--- config.mk ---
export PLATFORM = sky130hd
export DESIGN_NAME = peak_host
export DESIGN_NICKNAME = d
export VERILOG_FILES = /design/src/logic/peak_host_pkg.sv /design/src/logic/peak_host.sv
export VERILOG_INCLUDE_DIRS = /design/src /design/src/logic
export SDC_FILE = /design/constraint.sdc
export NUM_CORES = 1
export LEC_CHECK = 0
export ABC_AREA = 1
export BUFFER_PORTS_ARGS = -buffer_cell sky130_fd_sc_hd__buf_2
export CAP_MARGIN = 10
export CORE_ASPECT_RATIO = 2
export CORE_UTILIZATION = 62
export DETAILED_ROUTE_END_ITERATION = 8
export GPL_TIMING_DRIVEN = 0
export PLACE_DENSITY = 0.86
export REMOVE_ABC_BUFFERS = 1
export SYNTH_ARGS = -nofsm -noshare
export SYNTH_HDL_FRONTEND = slang
export SYNTH_SLANG_ARGS = --single-unit
--- constraint.sdc ---
create_clock -name clk_sys -period 3 [get_ports clk_sys]
set_input_delay 0.15 -clock clk_sys [delete_from_list [all_inputs] [get_ports clk_sys]]
set_output_delay 0.15 -clock clk_sys [all_outputs]
set_load 0.005 [all_outputs]
--- src/logic/peak_host_params.svh ---
`ifndef PEAK_HOST_PARAMS_SVH
`define PEAK_HOST_PARAMS_SVH

// ****************************************************************
// Register map of the controller, byte addresses.
// ****************************************************************
`define CTRL_OFS        32'h0000_0000
`define ADDR_OFS        32'h0000_0004
`define WDATA_OFS       32'h0000_0008
`define STATUS_OFS      32'h0000_000c
`define RDATA_OFS       32'h0000_0010
`define DIV_OFS         32'h0000_0014

// ****************************************************************
// Control fields.
// ****************************************************************
`define CTRL_GO_BIT     0
`define CTRL_RD_BIT     1
`define CTRL_SETPTR_BIT 2
`define CTRL_TWO_BIT    3
`define CTRL_HS_BIT     4

// ****************************************************************
// Device side constants, and the controller's divider values.
// ****************************************************************
`define PEAK_PTR        8'h07
`define PEAK_RESET      16'h0000
`define PEAK_CLEAR      16'h0000
`define PEAK_DATA_MASK  16'h0ff0
`define HS_MASTER_CODE  8'h08
`define DEV_ADDR_RESET  7'h50
`define DIV_STD         16'h0271
`define DIV_HS          16'h0024

`endif

--- src/logic/peak_host_pkg.sv ---
package peak_host_pkg;

    typedef enum logic [3:0] {
        ST_IDLE   = 4'b0000,
        ST_START  = 4'b0001,
        ST_BIT_LO = 4'b0010,
        ST_BIT_HI = 4'b0011,
        ST_ACK_LO = 4'b0100,
        ST_ACK_HI = 4'b0101,
        ST_RSTART = 4'b0110,
        ST_STOP_A = 4'b0111,
        ST_STOP_B = 4'b1000,
        ST_DONE   = 4'b1001
    } phase_type;

    typedef enum logic [2:0] {
        BY_HSCODE = 3'b000,
        BY_ADDR   = 3'b001,
        BY_PTR    = 3'b010,
        BY_UPPER  = 3'b011,
        BY_LOWER  = 3'b100
    } byte_kind_type;

endpackage : peak_host_pkg

--- src/logic/peak_host.sv ---
`timescale 1ns/1ps
`include "peak_host_params.svh"

module peak_host
(
    input  wire logic                        clk_sys,
    input  wire logic                        reset,
    input  wire logic                        haddr_sel,
    input  wire logic [31:0]                 haddr,
    input  wire logic [1:0]                  htrans,
    input  wire logic                        hwrite,
    input  wire logic [2:0]                  hsize,
    input  wire logic [31:0]                 hwdata,
    input  wire logic                        hready,
    output logic      [31:0]                 hrdata,
    output logic                             hreadyout,
    output logic                             hresp,
    input  wire logic                        scl_in,
    output logic                             scl_out,
    output logic                             scl_oe,
    input  wire logic                        sda_in,
    output logic                             sda_out,
    output logic                             sda_oe
);
    import peak_host_pkg::*;

    // There is no arbitration: the engine assumes it is the only master on the bus.
    typedef struct packed {
        logic              aw_pend;
        logic [31:0]       a_addr;
        logic [31:0]       rdata;
        logic [6:0]        dev_addr;
        logic [15:0]       wdata;
        logic [15:0]       div_std;
        logic              rd;
        logic              setptr;
        logic              two;
        logic              hs;
        logic              busy;
        logic              nack_seen;
        logic [15:0]       result;
        phase_type         phase;
        byte_kind_type     kind;
        logic [7:0]        shreg;
        logic [2:0]        bitn;
        logic [15:0]       tick;
        logic              hs_now;
        logic              reading;
        logic              scl_low;
        logic              sda_low;
        logic [1:0]        sda_sync;
        logic [1:0]        scl_sync;
    } state_type;

    state_type s_r;
    state_type s_nxt;

    function automatic logic [7:0] addr_byte(input logic [6:0] a, input logic r);
        addr_byte = {a, r};
    endfunction : addr_byte

    // ****************************************************************
    // Next state.
    // ****************************************************************
    always_comb
    begin
        logic        sda_s;
        logic        tick_done;
        logic [15:0] div;
        sda_s     = s_r.sda_sync[1];
        // High speed uses a fixed divider; only the standard one is programmable.
        div       = s_r.hs_now ? `DIV_HS : s_r.div_std;
        tick_done = (s_r.tick == 16'h0000);
        s_nxt     = s_r;
        s_nxt.sda_sync = {s_r.sda_sync[0], sda_in};
        s_nxt.scl_sync = {s_r.scl_sync[0], scl_in};
        s_nxt.tick = tick_done ? div : s_r.tick - 16'h0001;

        // ****************************************************************
        // Bus slave.
        // ****************************************************************
        // Bus slave: writes land in the data phase, reads answer with zero wait.
        s_nxt.aw_pend = 1'b0;
        if (s_r.aw_pend)
        begin
            if (s_r.a_addr == `CTRL_OFS)
            begin
                if (hwdata[`CTRL_GO_BIT] && !s_r.busy)
                begin
                    s_nxt.rd        = hwdata[`CTRL_RD_BIT];
                    s_nxt.setptr    = hwdata[`CTRL_SETPTR_BIT];
                    s_nxt.two       = hwdata[`CTRL_TWO_BIT];
                    s_nxt.hs        = hwdata[`CTRL_HS_BIT];
                    s_nxt.busy      = 1'b1;
                    s_nxt.nack_seen = 1'b0;
                    s_nxt.phase     = ST_START;
                    s_nxt.hs_now    = 1'b0;
                    s_nxt.tick      = s_r.div_std;
                    s_nxt.kind      = hwdata[`CTRL_HS_BIT] ? BY_HSCODE : BY_ADDR;
                end
            end
            else if (s_r.a_addr == `ADDR_OFS)
                s_nxt.dev_addr = hwdata[6:0];
            else if (s_r.a_addr == `WDATA_OFS)
                s_nxt.wdata = hwdata[15:0] & `PEAK_DATA_MASK;
            else if (s_r.a_addr == `DIV_OFS)
                s_nxt.div_std = hwdata[15:0];
        end
        if (hready && htrans[1] && haddr_sel)
        begin
            s_nxt.aw_pend = hwrite;
            s_nxt.a_addr  = haddr;
            if (!hwrite)
            begin
                // Read data is registered in the address phase and stands through the data phase.
                if (haddr == `CTRL_OFS)
                    s_nxt.rdata = {27'h0, s_r.hs, s_r.two, s_r.setptr, s_r.rd, 1'b0};
                else if (haddr == `ADDR_OFS)
                    s_nxt.rdata = {25'h0, s_r.dev_addr};
                else if (haddr == `WDATA_OFS)
                    s_nxt.rdata = {16'h0, s_r.wdata};
                else if (haddr == `STATUS_OFS)
                    s_nxt.rdata = {30'h0, s_r.nack_seen, s_r.busy};
                else if (haddr == `RDATA_OFS)
                    s_nxt.rdata = {16'h0, s_r.result};
                else if (haddr == `DIV_OFS)
                    s_nxt.rdata = {16'h0, s_r.div_std};
                else
                    s_nxt.rdata = 32'h0000_0000;
            end
        end

        // ****************************************************************
        // Two-wire engine.
        // ****************************************************************
        // Two-wire engine; it moves one step on each tick of the bit-rate divider, and a phase can take several steps.
        if (tick_done)
        begin
            case (s_r.phase)
                ST_IDLE:
                begin
                    s_nxt.scl_low = 1'b0;
                    s_nxt.sda_low = 1'b0;
                end
                ST_START:
                begin
                    // Data falls while the clock is still high, which marks the start.
                    s_nxt.sda_low = 1'b1;
                    s_nxt.phase   = ST_BIT_LO;
                    s_nxt.bitn    = 3'h7;
                    s_nxt.reading = 1'b0;
                    if (s_r.kind == BY_HSCODE)
                        s_nxt.shreg = `HS_MASTER_CODE;
                    else
                        s_nxt.shreg = addr_byte(s_r.dev_addr, s_r.rd && !s_r.setptr);
                end
                ST_BIT_LO:
                begin
                    // Lower the clock first and move data only once it is low, so a data
                    // edge never meets a high clock and looks like a start or a stop.
                    if (!s_r.scl_low)
                        s_nxt.scl_low = 1'b1;
                    else
                    begin
                        s_nxt.sda_low = !s_r.reading && !s_r.shreg[7];
                        s_nxt.phase   = ST_BIT_HI;
                    end
                end
                ST_BIT_HI:
                begin
                    s_nxt.scl_low = 1'b0;
                    // Clock stretching: wait for the line to rise before sampling.
                    if (s_r.scl_sync[1])
                    begin
                        s_nxt.shreg = {s_r.shreg[6:0], sda_s};
                        s_nxt.bitn  = s_r.bitn - 3'h1;
                        s_nxt.phase = (s_r.bitn == 3'h0) ? ST_ACK_LO : ST_BIT_LO;
                    end
                end
                ST_ACK_LO:
                begin
                    if (!s_r.scl_low)
                        s_nxt.scl_low = 1'b1;
                    else
                    begin
                        // Master acks an upper byte only when the lower one is wanted.
                        s_nxt.sda_low = s_r.reading && s_r.kind == BY_UPPER && s_r.two;
                        s_nxt.phase   = ST_ACK_HI;
                        if (s_r.reading)
                            s_nxt.result = (s_r.kind == BY_UPPER) ? {s_r.shreg, 8'h00}
                                                                  : {s_r.result[15:8], s_r.shreg};
                    end
                end
                ST_ACK_HI:
                begin
                    s_nxt.scl_low = 1'b0;
                    if (s_r.scl_sync[1])
                    begin
                        s_nxt.bitn    = 3'h7;
                        s_nxt.reading = 1'b0;
                        s_nxt.phase   = ST_BIT_LO;
                        if (s_r.kind == BY_HSCODE)
                        begin
                            s_nxt.hs_now = 1'b1;
                            s_nxt.kind   = BY_ADDR;
                            s_nxt.phase  = ST_RSTART;
                        end
                        else if (!s_r.reading && sda_s)
                        begin
                            // A refused byte ends the transfer; software sees it in the status.
                            s_nxt.nack_seen = 1'b1;
                            s_nxt.phase     = ST_STOP_A;
                        end
                        else if (s_r.kind == BY_ADDR)
                        begin
                            if (s_r.rd && !s_r.setptr)
                            begin
                                s_nxt.kind    = BY_UPPER;
                                s_nxt.reading = 1'b1;
                            end
                            else
                            begin
                                s_nxt.kind  = BY_PTR;
                                s_nxt.shreg = `PEAK_PTR;
                            end
                        end
                        else if (s_r.kind == BY_PTR)
                        begin
                            if (s_r.rd)
                            begin
                                s_nxt.setptr = 1'b0;
                                s_nxt.kind   = BY_ADDR;
                                s_nxt.phase  = ST_RSTART;
                            end
                            else
                            begin
                                s_nxt.kind  = BY_UPPER;
                                s_nxt.shreg = s_r.wdata[15:8];
                            end
                        end
                        else if (s_r.kind == BY_UPPER && s_r.two)
                        begin
                            s_nxt.kind    = BY_LOWER;
                            s_nxt.reading = s_r.rd;
                            s_nxt.shreg   = s_r.wdata[7:0];
                        end
                        else
                            s_nxt.phase = ST_STOP_A;
                    end
                end
                ST_RSTART:
                begin
                    // Take the clock low first so the far side drops its acknowledge, then
                    // release data and clock together; data is already released here.
                    if (!s_r.scl_low)
                        s_nxt.scl_low = 1'b1;
                    else
                    begin
                        s_nxt.sda_low = 1'b0;
                        s_nxt.scl_low = 1'b0;
                        s_nxt.phase   = ST_START;
                    end
                end
                ST_STOP_A:
                begin
                    if (!s_r.scl_low)
                        s_nxt.scl_low = 1'b1;
                    else
                    begin
                        s_nxt.sda_low = 1'b1;
                        s_nxt.phase   = ST_STOP_B;
                    end
                end
                ST_STOP_B:
                begin
                    s_nxt.scl_low = 1'b0;
                    s_nxt.phase   = ST_DONE;
                end
                ST_DONE:
                begin
                    // Data rises while the clock is high: this is the stop.
                    s_nxt.sda_low = 1'b0;
                    s_nxt.hs_now  = 1'b0;
                    s_nxt.busy    = 1'b0;
                    s_nxt.phase   = ST_IDLE;
                end
                default:
                    s_nxt.phase = ST_IDLE;
            endcase
        end
    end

    // ****************************************************************
    // State register.
    // ****************************************************************
    always_ff @(posedge clk_sys)
    begin
        if (reset)
        begin
            s_r          <= '0;
            s_r.dev_addr <= `DEV_ADDR_RESET;
            s_r.div_std  <= `DIV_STD;
            s_r.wdata    <= `PEAK_CLEAR;
            s_r.result   <= `PEAK_RESET;
            s_r.sda_sync <= 2'b11;
            s_r.scl_sync <= 2'b11;
            s_r.phase    <= ST_IDLE;
            s_r.kind     <= BY_ADDR;
        end
        else
            s_r <= s_nxt;
    end

    assign hrdata    = s_r.rdata;
    assign hreadyout = 1'b1;
    assign hresp     = 1'b0;
    assign scl_out   = 1'b0;
    assign scl_oe    = s_r.scl_low;
    assign sda_out   = 1'b0;
    assign sda_oe    = s_r.sda_low;

endmodule : peak_host

# Word-level counts from Yosys, hierarchy flattened
# Cells that the tools add are included.
classes:
  n_addsub: 2
  eq_ne: 31
  muxes: 79
  bitwise_logic: 5
  n_reduce_logical: 39
ops:
  columns: ["cell", "count"]
  rows:
  - ["$mux 16", 11]
  - ["$eq 32x4->1 const B", 3]
  - ["$eq 32x5->1 const B", 3]
  - ["$eq 32x3->1 const B", 2]
  - ["$logic_not 32->1", 2]
  - ["$mux 17", 3]
  - ["$mux 11", 4]
  - ["$mux 36", 1]
  - ["$pmux 4 s9", 1]
  - ["$pmux 11 s3", 1]
  - ["$mux 8", 4]
  - ["$mux 4", 7]
  - ["$mux 7", 4]
  - ["$mux 1", 27]
  - ["$mux 20", 1]
  - ["$mux 18", 1]
  - ["$eq 4x3->1 const B", 4]
  - ["$logic_not 16->1", 1]
  - ["$ne 2x2->1 const B", 8]
  - ["$sub 16x1->16 const B", 1]
  - ["$mux 15", 1]
  - ["$mux 5", 3]
  - ["$mux 3", 4]
  - ["$reduce_and 4->1", 3]
  - ["28 further kinds", 56]
word_totals:
  register_bits: 160
  inputBits: 76
  output_inout_bits: 38
  wordCells: 181

# Depth between registers and ports, before layout
# Gate-level depths: netlist (run 1).
depth:
  ltp_word: 13
  mapped_depth: 13
  depth_no_buf: 12

# Worst setup path after synthesis (run 1)
# OpenSTA, ideal clock, no wires.
synth_timing:
  path_kind: "register to register"
  startpoint: "register s_r[8] (netlist name)"
  endpoint: "register s_r[57] (netlist name)"
  t_arrival_ns: 1.594
  path_slack_ns: 1.274
  path_stages_with_launch: 10
  n_path_buf: 0
  synth_period_minus_slack_ns: 1.726
  cell_sequence: "dfxtp_1 > inv_1 > ha_1 > nand4_2 > nor2_2 > nand2_1 > nor4_4 > inv_2 > nand2_1 > a21oi_1"
synth_between:
  elab_chain_len: 2
synth_rtl:
  columns: ["item", "line", "rtl"]
  rows:
  - ["start, declared", "peak_host.sv:55", "state_type s_r;"]
  - ["start signal, assigned", "peak_host.sv:311", "s_r <= s_nxt;"]
  - ["$logic_not 16->1", "peak_host.sv:73", "tick_done = (s_r.tick == 16'h0000);"]
  - ["$reduce_and 5->1 (no line)", null, null]
# Every way passes these cells.
# A chain may end at the register's enable or synchronous reset.

# Worst setup path in the final report (run 1)
layout_timing:
  startpoint: "register s_r[163] (netlist name)"
  endpoint: "register s_r[71] (netlist name)"
layout_between:
  elab_chain_len: 3
  elab_cells_between_ends: 8
  classes_between: "3 x eq/ne; 3 x bitwise; 2 x reduce/logical"
layout_rtl:
  columns: ["item"]
  rows:
  - ["$eq 32x4->1 (no line), or another cell as far along"]
  - ["$not 1->1 (no line)"]
  - ["$reduce_and 5->1 (no line) (*)"]
# Every way passes the cells marked *; elsewhere a longest branch is shown, timed or not.

==> results of run 1 <==
## where the power goes
part | leakage (nW) | switching [mW] | internal [mW]
Clock | 0.272 | 0.874 | 1.18
Combinational | 2.03 | 0.735 | 0.407
Sequential | 1.17 | 0.0952 | 2.02
## timing repair
item / 4_1_cts / 5_1_grt
hold endpoints to repair: 33 / 0
setup endpoints to repair: 0 / 16
hold buffers: 33 / 0
gates resized for setup: 0 / 1
## critical path, cell delays in order (launching register included)
cell     delay [ns]
dfxtp_1        0.32
nor2_1         0.16
nand2_1        0.07
nor2_1         0.08
nand2_1        0.21
nor2_2         0.25
nor2_1         0.10
nand2_1        0.65
inv_1          0.39
o21ai_0        0.28
nor2_1         0.06
## cells in the final DEF, fill, tap and decap left out, types with 4 or more instances in the layout
cell type / Yosys / final
buf_2: 6 / 72
nand3_1: 56 / 56
or2_2: 7 / 7
dlygate4sd3_1: 0 / 33
nand2_2: 6 / 6
conb_1: 2 / 20
nand2_1: 265 / 265
a22oi_1: 7 / 7
nor2_2: 5 / 6
a21oi_1: 124 / 124
dfxtp_1: 144 / 144
nor2_4: 8 / 8
nor3_1: 20 / 20
nand4_1: 11 / 11
a211oi_1: 6 / 6
a31oi_1: 8 / 8
xor2_1: 5 / 5
o221ai_1: 4 / 4
o211ai_1: 13 / 13
nor2_1: 112 / 111
inv_2: 8 / 8
inv_1: 77 / 77
clkinv_4: 0 / 4
nand3_2: 4 / 4
clkbuf_16: 0 / 17
o21ai_0: 59 / 59
## sequential cells by signal (all words and copies together), names as in the netlist
name    count
scl_oe      1
sda_oe      1
hrdata     16
s_nxt       2
s_r       124
## cell families after synthesis
family,synth area share (%)
buffers and inverters,10.65
AO/OA/AOI/OAI,17.35
flip-flops,39.34
AND/OR/NAND/NOR,31.09
XOR/XNOR,0.9562
adder cells (fa/ha/maj),0.5123
other,0.1025
## area by class of cell
class	instances	share of cell area, %
sequential	144	34.12
tap	142	2.103
timing repair buffer	108	8.916
inverter	87	3.866
multi-input combinational	766	44.21
clock buffer	19	5.243
clock inverter	13	1.540
## routing by layer
metal,routed length (µm),global-route usage (%),share of wire (%)
met5,0,0,0
met2,10950,65.47,53
met4,1722,27.79,8.4
met1,6863,31.00,33
met3,1028,6.667,5.0
## per-stage QoR
step / TNS [ns] / power [mW]
finish: 0 / 5.311
global placement: -12.99 / 3.211
CTS: 0 / 5.301
detailed placement: -3.870 / 3.241
floorplan: 0 / 2.945
global route: 0 / 5.534
## worst paths after layout
kind	startpoint	endpoint	slack, ns	depth (start not counted)
max	s_r[163]$_SDFFE_PP0P_	s_r[71]$_SDFFE_PP0P_	0.32	10
min	haddr[17]	s_r[152]$_SDFFE_PP0P_	-0.02	3
max reg2reg	s_r[163]$_SDFFE_PP0P_	s_r[71]$_SDFFE_PP0P_	0.32	10
min reg2reg	s_nxt[1]$_SDFF_PP1_	s_r[1]$_SDFF_PP1_	0.41	1
==> results.sh, run 1 <==
export IMPL_status="finished with violations"
export IMPL_violations="negative hold slack"
export IMPL_seqCellArea_um2=2883
export IMPL_synthToLayoutAreaGrowth_pct=15.28
export IMPL_ant_nets=0
export IMPL_hold_violations=1
export IMPL_clkSinkCount=144
export IMPL_finalCritPeriodShare_pct=89.19
export IMPL_synth_flop_cell="dfxtp_1"
export IMPL_powerDensity_nw_per_um2=628.7
export IMPL_start_kind="flop"
export IMPL_multiInputGateArea_um2=3735
export IMPL_port_buffer_count=73
export IMPL_postCtsSetupRepairBufs=0
export IMPL_min_period_ns=2.676
export IMPL_fin_ws_ns=0.3242
export IMPL_finClkSkew_ns=0.007618
export IMPL_core_um2=11420
export IMPL_fin_util_pct=73.95
export IMPL_cp_end_kind="flop"
export IMPL_fin_nets=1203
export IMPL_synth_most_common_cell="nand2_1"
export IMPL_holdWs_ns=-0.01609
export IMPL_setup_viol=0
export IMPL_synthTopCellsByArea="dfxtp_1 (39%), nand2_1 (14%), a21oi_1 (8.5%), nor2_1 (5.7%), o21ai_0 (4.0%)"
export IMPL_n_fill_cell=913
export IMPL_clockRootBuffer="clkbuf_16"
export IMPL_numCtsBuffers=17
export IMPL_hold_class="in2reg"
export IMPL_clockBufferDepth=2
export IMPL_fin_cells=1279
export IMPL_clock_fmax_mhz=373.7
export IMPL_worstMarginPinSlew_ns=1.172
export IMPL_clkTransAtPathRegs_ns=0.06
export IMPL_drv_cap=0
export IMPL_n_antenna_cell=0
export IMPL_critPathKind="reg2reg"
export IMPL_drtIter0Drc=643
export IMPL_wl_per_cell_um=16.08
export IMPL_synth_cell_types=46
export IMPL_post_place_cells=1214
export IMPL_grt_remaining_overflow=0
export IMPL_async_flop_share_pct=0
export IMPL_rows=55
export IMPL_synth_top_area_cell="dfxtp_1"
export IMPL_slew_headroom_pct=21.65
export IMPL_grt_pass1_vias=7217
export IMPL_drive_gt1_share_pct=13.63
export IMPL_num_vias=7341
export IMPL_worstPathRequired_ns=3.31
export IMPL_synthTopCellsByCount="nand2_1 (265), dfxtp_1 (144), a21oi_1 (124)"
export IMPL_drtPass1Iterations=5
export IMPL_chipHeight_um=155.8
export IMPL_grtUsageTotal_pct=34.75
export IMPL_dp_slack_ns=-0.3822
export IMPL_drc=0
export IMPL_p_leak_nw=3.467
export IMPL_grt_setup_unrepaired="false"
export IMPL_ioPinCount=114
export IMPL_totalWireLength_mm=20.56
export IMPL_syn_inst=1053
export IMPL_antenna_found_initial=0
export IMPL_stdcell_area_um2=8448
export IMPL_slew_viol_final=0
export IMPL_grt_max_degree=83
export IMPL_synth_edff_count=0
export IMPL_ys_warn_count=0
export IMPL_worst_path_max_fanout=22
export IMPL_peakVddDrop_v=0.0004902
export IMPL_grt_pass1_wl_mm=32.72
export IMPL_routed_via_density=5.740
export IMPL_yosys_area_top_type_share_pct=39.34
export IMPL_cts_tree="yes"
export IMPL_die_w_um=78.88
export IMPL_dpl_instance_area_um2=7542
export IMPL_ys_ff_latch=144
export IMPL_syn_avg_cell_area_um2=6.959
export IMPL_cp_arrival_ns=2.99
export IMPL_syn_cell_area_um2=7328
export IMPL_gp_congestion=0.9764
export IMPL_htreeDepth=4
export IMPL_synth_seq_area_share_pct=39.34
export IMPL_dp_hpwl_mm=14.11
export IMPL_start_util_pct=64.15
export IMPL_clk_latency_ns=0.42
export IMPL_dieArea_um2=12280
Power figures use the tool's default switching activity.
==> run 2: changes to the inputs <==
Settings changed: ABC_AREA 1 to unset, CORE_UTILIZATION 62 to 61, PLACE_DENSITY 0.86 to 0.85.
==> run 2 against run 1 <==
  * The run now ends clean
  * Clock skew increased by 0.0024 ns
  * Synthesized area decreased by 3.3%
  * Core utilization decreased by 0.23 points
  * Die area decreased by 1.7%
  * Via count decreased by 5.1%
  * Final cell count decreased by 14%
  * Sequential power about the same
  * Critical path depth decreased by 4
  * Critical path type unchanged
==> results.sh, run 2 <==
export IMPL_status="complete, no violations"
export IMPL_setup_worst_path_end="s_r[30]$_SDFFE_PP0P_"
export IMPL_min_period_ns=2.796
export IMPL_synthToLayoutAreaGrowth_pct=17.47
export IMPL_wl_met2_mm=10.60
export IMPL_hold_class="in2reg"
export IMPL_grt_max_degree=79
export IMPL_wl_per_cell_um=18.96
export IMPL_synth_seq_area_share_pct=40.70
export IMPL_finalCritPeriodShare_pct=93.21
export IMPL_peakVddDrop_v=0.0005039
export IMPL_synth_flop_cell="dfxtp_1"
export IMPL_chipHeight_um=154.4
export IMPL_timing_rr_end="s_r[30]$_SDFFE_PP0P_"
export IMPL_worst_path_max_fanout=16
export IMPL_drive_gt1_share_pct=14.93
export IMPL_grt_remaining_overflow=0
export IMPL_core_um2=11290
export IMPL_port_buffer_count=73
export IMPL_drv_cap=0
export IMPL_start_util_pct=62.76
export IMPL_ff2ff_setup_slack_ns=0.20
export IMPL_synth_most_common_cell="dfxtp_1"
export IMPL_ant_nets=0
export IMPL_cp_arrival_ns=3.10
export IMPL_syn_avg_cell_area_um2=8.040
export IMPL_layout_common_cells="dfxtp_1 (144), nand2_1 (119), nor2_1 (113)"
export IMPL_ioPinCount=114
export IMPL_synth_edff_count=0
export IMPL_routed_via_density=6.330
export IMPL_synthTopCellsByArea="dfxtp_1 (41%), nand2_1 (6.3%), nor2_1 (6.0%), a21oi_1 (5.6%), mux2i_1 (4.7%)"
export IMPL_dieArea_um2=12070
export IMPL_wl_met1_mm=7.100
export IMPL_synthTopCellsByCount="dfxtp_1 (144), nand2_1 (119), nor2_1 (113)"
export IMPL_drtIter0Drc=599
export IMPL_grt_pass1_vias=6759
export IMPL_setup_viol=0
export IMPL_clkTransAtPathRegs_ns=0.06
export IMPL_holdWs_ns=0.0004129
export IMPL_largest_reg_flops=124
export IMPL_drc=0
export IMPL_gp_congestion=0.9112
export IMPL_finClkSkew_ns=0.009974
export IMPL_wl_met3_mm=1.371
export IMPL_ys_warn_count=0
export IMPL_stdcell_area_um2=8320
export IMPL_totalWireLength_mm=20.86
export IMPL_grtUsageTotal_pct=35.36
export IMPL_num_vias=6963
export IMPL_ff2ff_path_depth=6
export IMPL_dp_slack_ns=-0.1181
export IMPL_critPathKind="reg2reg"
export IMPL_die_w_um=78.20
export IMPL_top_layer="met4"
export IMPL_clkSinkCount=144
export IMPL_fin_util_pct=73.73
export IMPL_clk_latency_ns=0.43
export IMPL_rows=55
export IMPL_antenna_found_initial=0
export IMPL_p_leak_nw=3.259
export IMPL_final_setup_tns_ns=0
export IMPL_async_flop_share_pct=0
export IMPL_powerDensity_nw_per_um2=657.8
export IMPL_fin_nets=1025
export IMPL_final_common_cell="dfxtp_1"
export IMPL_worstPathRequired_ns=3.30
export IMPL_dpl_instance_area_um2=7256
export IMPL_clock_fmax_mhz=357.6
export IMPL_synth_cell_types=68
export IMPL_grt_pass1_wl_mm=32.99
export IMPL_regToRegStartpoint="s_r[15]$_SDFF_PP0_"
export IMPL_cp_end_kind="flop"
export IMPL_clockBufferDepth=2
export IMPL_numCtsBuffers=17
export IMPL_yosys_area_top_type_share_pct=40.70
export IMPL_drtPass1Iterations=6
export IMPL_synth_top_area_cell="dfxtp_1"
export IMPL_largest_register="s_r"
export IMPL_syn_inst=881
export IMPL_worstMarginPinSlew_ns=1.189
export IMPL_grt_setup_unrepaired="false"
export IMPL_cts_tree="yes"
export IMPL_start_kind="flop"
export IMPL_slew_viol_final=0
export IMPL_clockRootBuffer="clkbuf_16"
export IMPL_ys_ff_latch=144
export IMPL_hold_violations=0
export IMPL_htreeDepth=4
export IMPL_slew_headroom_pct=20.33
export IMPL_cp_startpoint="s_r[15]$_SDFF_PP0_"
export IMPL_fin_ws_ns=0.2036
export IMPL_n_antenna_cell=0
export IMPL_syn_cell_area_um2=7083
export IMPL_dp_hpwl_mm=13.33
==> run 2: cell types whose count changed after synthesis, sizes merged, moves of 33 or more <==
cell | previous run | this run
a21oi | 124 | 79
inv | 85 | 19
mux2i | 0 | 33
nand2 | 272 | 120
nand3 | 61 | 16
==> run 2: layout make-up <==
cell class | count | area, µm²
clock inverters | 14 | 201.4
well taps | 142 | 177.7
multi-input cells | 644 | 3715
inverters | 19 | 71.32
fillers | 811 | 2965
clock buffers | 17 | 425.4
repair buffers | 120 | 847.1
flip-flops and latches | 144 | 2883
==> run 2: worst min-delay path by stage <==
| stage | start | end | slack [ns] | depth (start not counted) |
|---|---|---|---|---|
| finish | hwdata[4] | s_r[60]$_SDFFE_PP0P_ | 0.0004 | 3 |
| global route | hwdata[4] | s_r[60]$_SDFFE_PP0P_ | 0.02 | 3 |
| CTS | hwdata[4] | s_r[60]$_SDFFE_PP0P_ | 0.002 | 3 |
| detailed placement | scl_in | s_nxt[1]$_SDFF_PP1_ | 0.34 | 2 |
| global placement | scl_in | s_nxt[1]$_SDFF_PP1_ | 0.33 | 2 |
| floorplan | reset | s_r[33]$_SDFFE_PP0P_ | 0.21 | 1 |
==> run 2: critical path, cell delays in order (launching register included) <==
cell and delay, ns:
dfxtp_1 0.35, or4_4 0.59, nor4_4 0.43, nand2_2 0.32, nor3_4 0.64, and3_1 0.29, nor3_2 0.04
==> run 2: kinds of logic (layout without fill, tap and decap cells) <==
kind of cell | after synthesis | in the layout | share of synthesized area, %
compound gates | 202 | 202 | 18.12
flops | 144 | 144 | 40.70
buf+inv | 111 | 170 | 7.967
other cells | 2 | 20 | 0.1060
xor+xnor | 12 | 12 | 1.484
mux | 41 | 41 | 6.253
fa+ha+maj | 3 | 3 | 0.5300
simple gates | 366 | 366 | 24.84
==> run 2: per-stage QoR <==
step | power, mW | instances
after global placement | 3.139 | 1022
after floorplan | 2.881 | 807
after global routing | 5.661 | 1100
after CTS | 5.444 | 1097
after detailed placement | 3.162 | 1026
final | 5.473 | 1100
==> run 2: power by group <==
part / switching [mW] / internal, mW
combinational: 0.615 / 0.451
clock: 0.870 / 1.40
sequential: 0.108 / 2.03
total: 1.59 / 3.88
==> run 2: timing repair <==
action / in CTS / in global routing
gates resized for setup: 1 / 1
hold buffers: 40 / 0
hold endpoints to repair: 40 / 0
pin swaps: 0 / 1
endpoints found under the setup margin: 10 / 4
buffers inserted: 0 / 2
==> run 2: metal layers <==
metal | track usage (%) | up-vias
li1 | - | 3189
met1 | 35.90 | 3232
met2 | 62.57 | 395
met3 | 6.077 | 147
met4 | 27.60 | 0
met5 | 0 | -
==> run 3: changes to the inputs <==
Settings changed: MAX_ROUTING_LAYER set to met4, PLACE_DENSITY 0.85 to 0.91, SLEW_MARGIN set to 20.
==> run 3 against run 2 <==
  * Design area is 0.56% lower
  * Clock power is 8% lower
  * Flip-flop and latch count stayed put
  * Sequential share of layout area is 0.19 points higher
  * Critical endpoint is now s_r[33]$_SDFFE_PP0P_
  * Combinational power hardly changed
  * Register-to-register slack worse by 0.04 ns
  * Largest cell class unchanged
  * Final cell count is 0.18% lower
  * Sequential power hardly changed
==> results.sh, run 3 (synthesis gave the netlist of run 2 again) <==
export IMPL_grt_setup_unrepaired="false"
export IMPL_drc=0
export IMPL_fin_util_pct=73.31
export IMPL_start_util_pct=62.76
export IMPL_worstPathRequired_ns=3.27
export IMPL_routed_via_density=6.492
export IMPL_cts_tree="yes"
export IMPL_critical_path_cell_chain="inv_1, nor3b_2, nor3_1, a222oi_1, a211oi_2"
export IMPL_p_total_mw=5.323
export IMPL_grt_pass1_vias=6972
export IMPL_hold_class="in2reg"
export IMPL_numCtsBuffers=17
export IMPL_gr_usage_met3_pct=7.552
export IMPL_wl_per_cell_um=20.00
export IMPL_final_setup_tns_ns=0
export IMPL_min_period_ns=2.838
export IMPL_gp_congestion=0.9156
export IMPL_clkSinkCount=144
export IMPL_cpMaxStageDelayCell="nor3b_2"
export IMPL_clk_latency_ns=0.43
export IMPL_final_common_cell="dfxtp_1"
export IMPL_slew_viol_final=0
export IMPL_finalCritPeriodShare_pct=94.60
export IMPL_status="complete, no violations"
export IMPL_grt_use_met1_pct=37.82
export IMPL_cp_arrival_ns=3.11
export IMPL_gr_max_usage_layer="met2"
export IMPL_min_delay_start="hwdata[9]"
export IMPL_cp_startpoint="s_r[39]$_SDFF_PP0_"
export IMPL_clockRootBuffer="clkbuf_16"
export IMPL_drive_gt1_share_pct=14.96
export IMPL_slew_headroom_pct=20.67
export IMPL_dp_slack_ns=0.08357
export IMPL_powerDensity_nw_per_um2=643.4
export IMPL_grtUsageTotal_pct=38.44
export IMPL_antenna_found_initial=0
export IMPL_grt_remaining_overflow=0
export IMPL_ant_nets=0
export IMPL_chipHeight_um=154.4
export IMPL_dieArea_um2=12070
export IMPL_die_w_um=78.20
export IMPL_use_met2_pct=64.49
export IMPL_layout_common_cells="dfxtp_1 (144), nand2_1 (119), nor2_1 (113)"
export IMPL_drv_cap=0
export IMPL_grt_pass1_wl_mm=34.19
export IMPL_dpl_instance_area_um2=7262
export IMPL_largest_register="s_r"
export IMPL_critPathMaxStageDelay_ns=0.75
export IMPL_num_vias=7128
export IMPL_worst_path_max_fanout=15
export IMPL_worstMarginPinSlew_ns=1.188
export IMPL_htreeDepth=4
export IMPL_clockBufferDepth=2
export IMPL_clkTransAtPathRegs_ns=0.06
export IMPL_drtPass1Iterations=9
export IMPL_dp_hpwl_mm=13.34
export IMPL_synthToLayoutAreaGrowth_pct=16.82
export IMPL_setup_viol=0
export IMPL_fin_nets=1022
export IMPL_drtIter0Drc=890
export IMPL_clock_fmax_mhz=352.4
export IMPL_core_um2=11290
export IMPL_hold_violations=0
export IMPL_cp_end_kind="flop"
export IMPL_start_kind="flop"
export IMPL_rows=55
export IMPL_grt_max_degree=94
export IMPL_fin_ws_ns=0.1620
export IMPL_peakVddDrop_v=0.0005274
export IMPL_finClkSkew_ns=0.008757
export IMPL_regToRegStartpoint="s_r[39]$_SDFF_PP0_"
export IMPL_critPathKind="reg2reg"
export IMPL_ioPinCount=114
export IMPL_port_buffer_count=73
export IMPL_largest_reg_flops=124
export IMPL_n_antenna_cell=0
export IMPL_p_leak_nw=3.206
export IMPL_stdcell_area_um2=8274
export IMPL_totalWireLength_mm=21.97
[run 3: cell count changes in the layout (fill, tap and decap cells not counted), moves of 2 or more]
cell        previous run  this run
buf_2                 74        72
clkinvlp_4             1         5
inv_6                  5         1
bufinv_16              4         2
[run 3: critical path: cells and delay by family, from the launching register on]
| kind | cells | cell delay, ns |
|---|---|---|
| buf+inv | 1 | 0.19 |
| flops | 1 | 0.66 |
| simple gates | 2 | 1.09 |
| compound gates | 2 | 0.74 |
[run 3: worst paths after layout]
path                                to  slack, ns  cells past startpoint
hold reg to reg      s_r[3]$_SDFF_PP1_       0.41                      1
hold / removal    s_r[89]$_SDFFE_PP0P_      0.003                      3
setup reg to reg  s_r[33]$_SDFFE_PP0P_       0.16                      5
setup / recovery  s_r[33]$_SDFFE_PP0P_       0.16                      5
[run 3: layout make-up]
type	count	area, µm²
fillers	777	3012
multi-input cells	644	3735
clock buffers	19	442.9
clock inverters	13	138.9
flip-flops and latches	144	2883
well taps	142	177.7
inverters	19	71.32
repair buffers	117	825.8
[run 3: timing repair]
| item | 4_1_cts | 5_1_grt |
|---|---|---|
| hold endpoints to repair | 41 | 0 |
| hold buffers | 40 | 0 |
| setup endpoints to repair | 0 | 8 |
| setup buffers | 0 | 2 |
| gates resized for setup | 0 | 1 |
[run 3: layer usage]
layer | wire length, µm | part of all wire, %
met5 | 0 | 0
met4 | 1925 | 8.8
met3 | 1768 | 8.0
met2 | 11150 | 51
met1 | 7123 | 32
[run 3: report_power, final]
group / total [mW] / switching [mW] / internal [mW]
clock: 2.09 / 0.849 / 1.24
combinational: 1.09 / 0.643 / 0.451
sequential: 2.14 / 0.109 / 2.03
[run 3: per-stage QoR]
stage / hold slack, ns / std cells
finish: 0.003175 / 1098
detailed placement: 0.3379 / 1024
global placement: 0.3330 / 1022
floorplan: 0.2146 / 807
CTS: 0.004323 / 1096
global route: 0.01244 / 1098
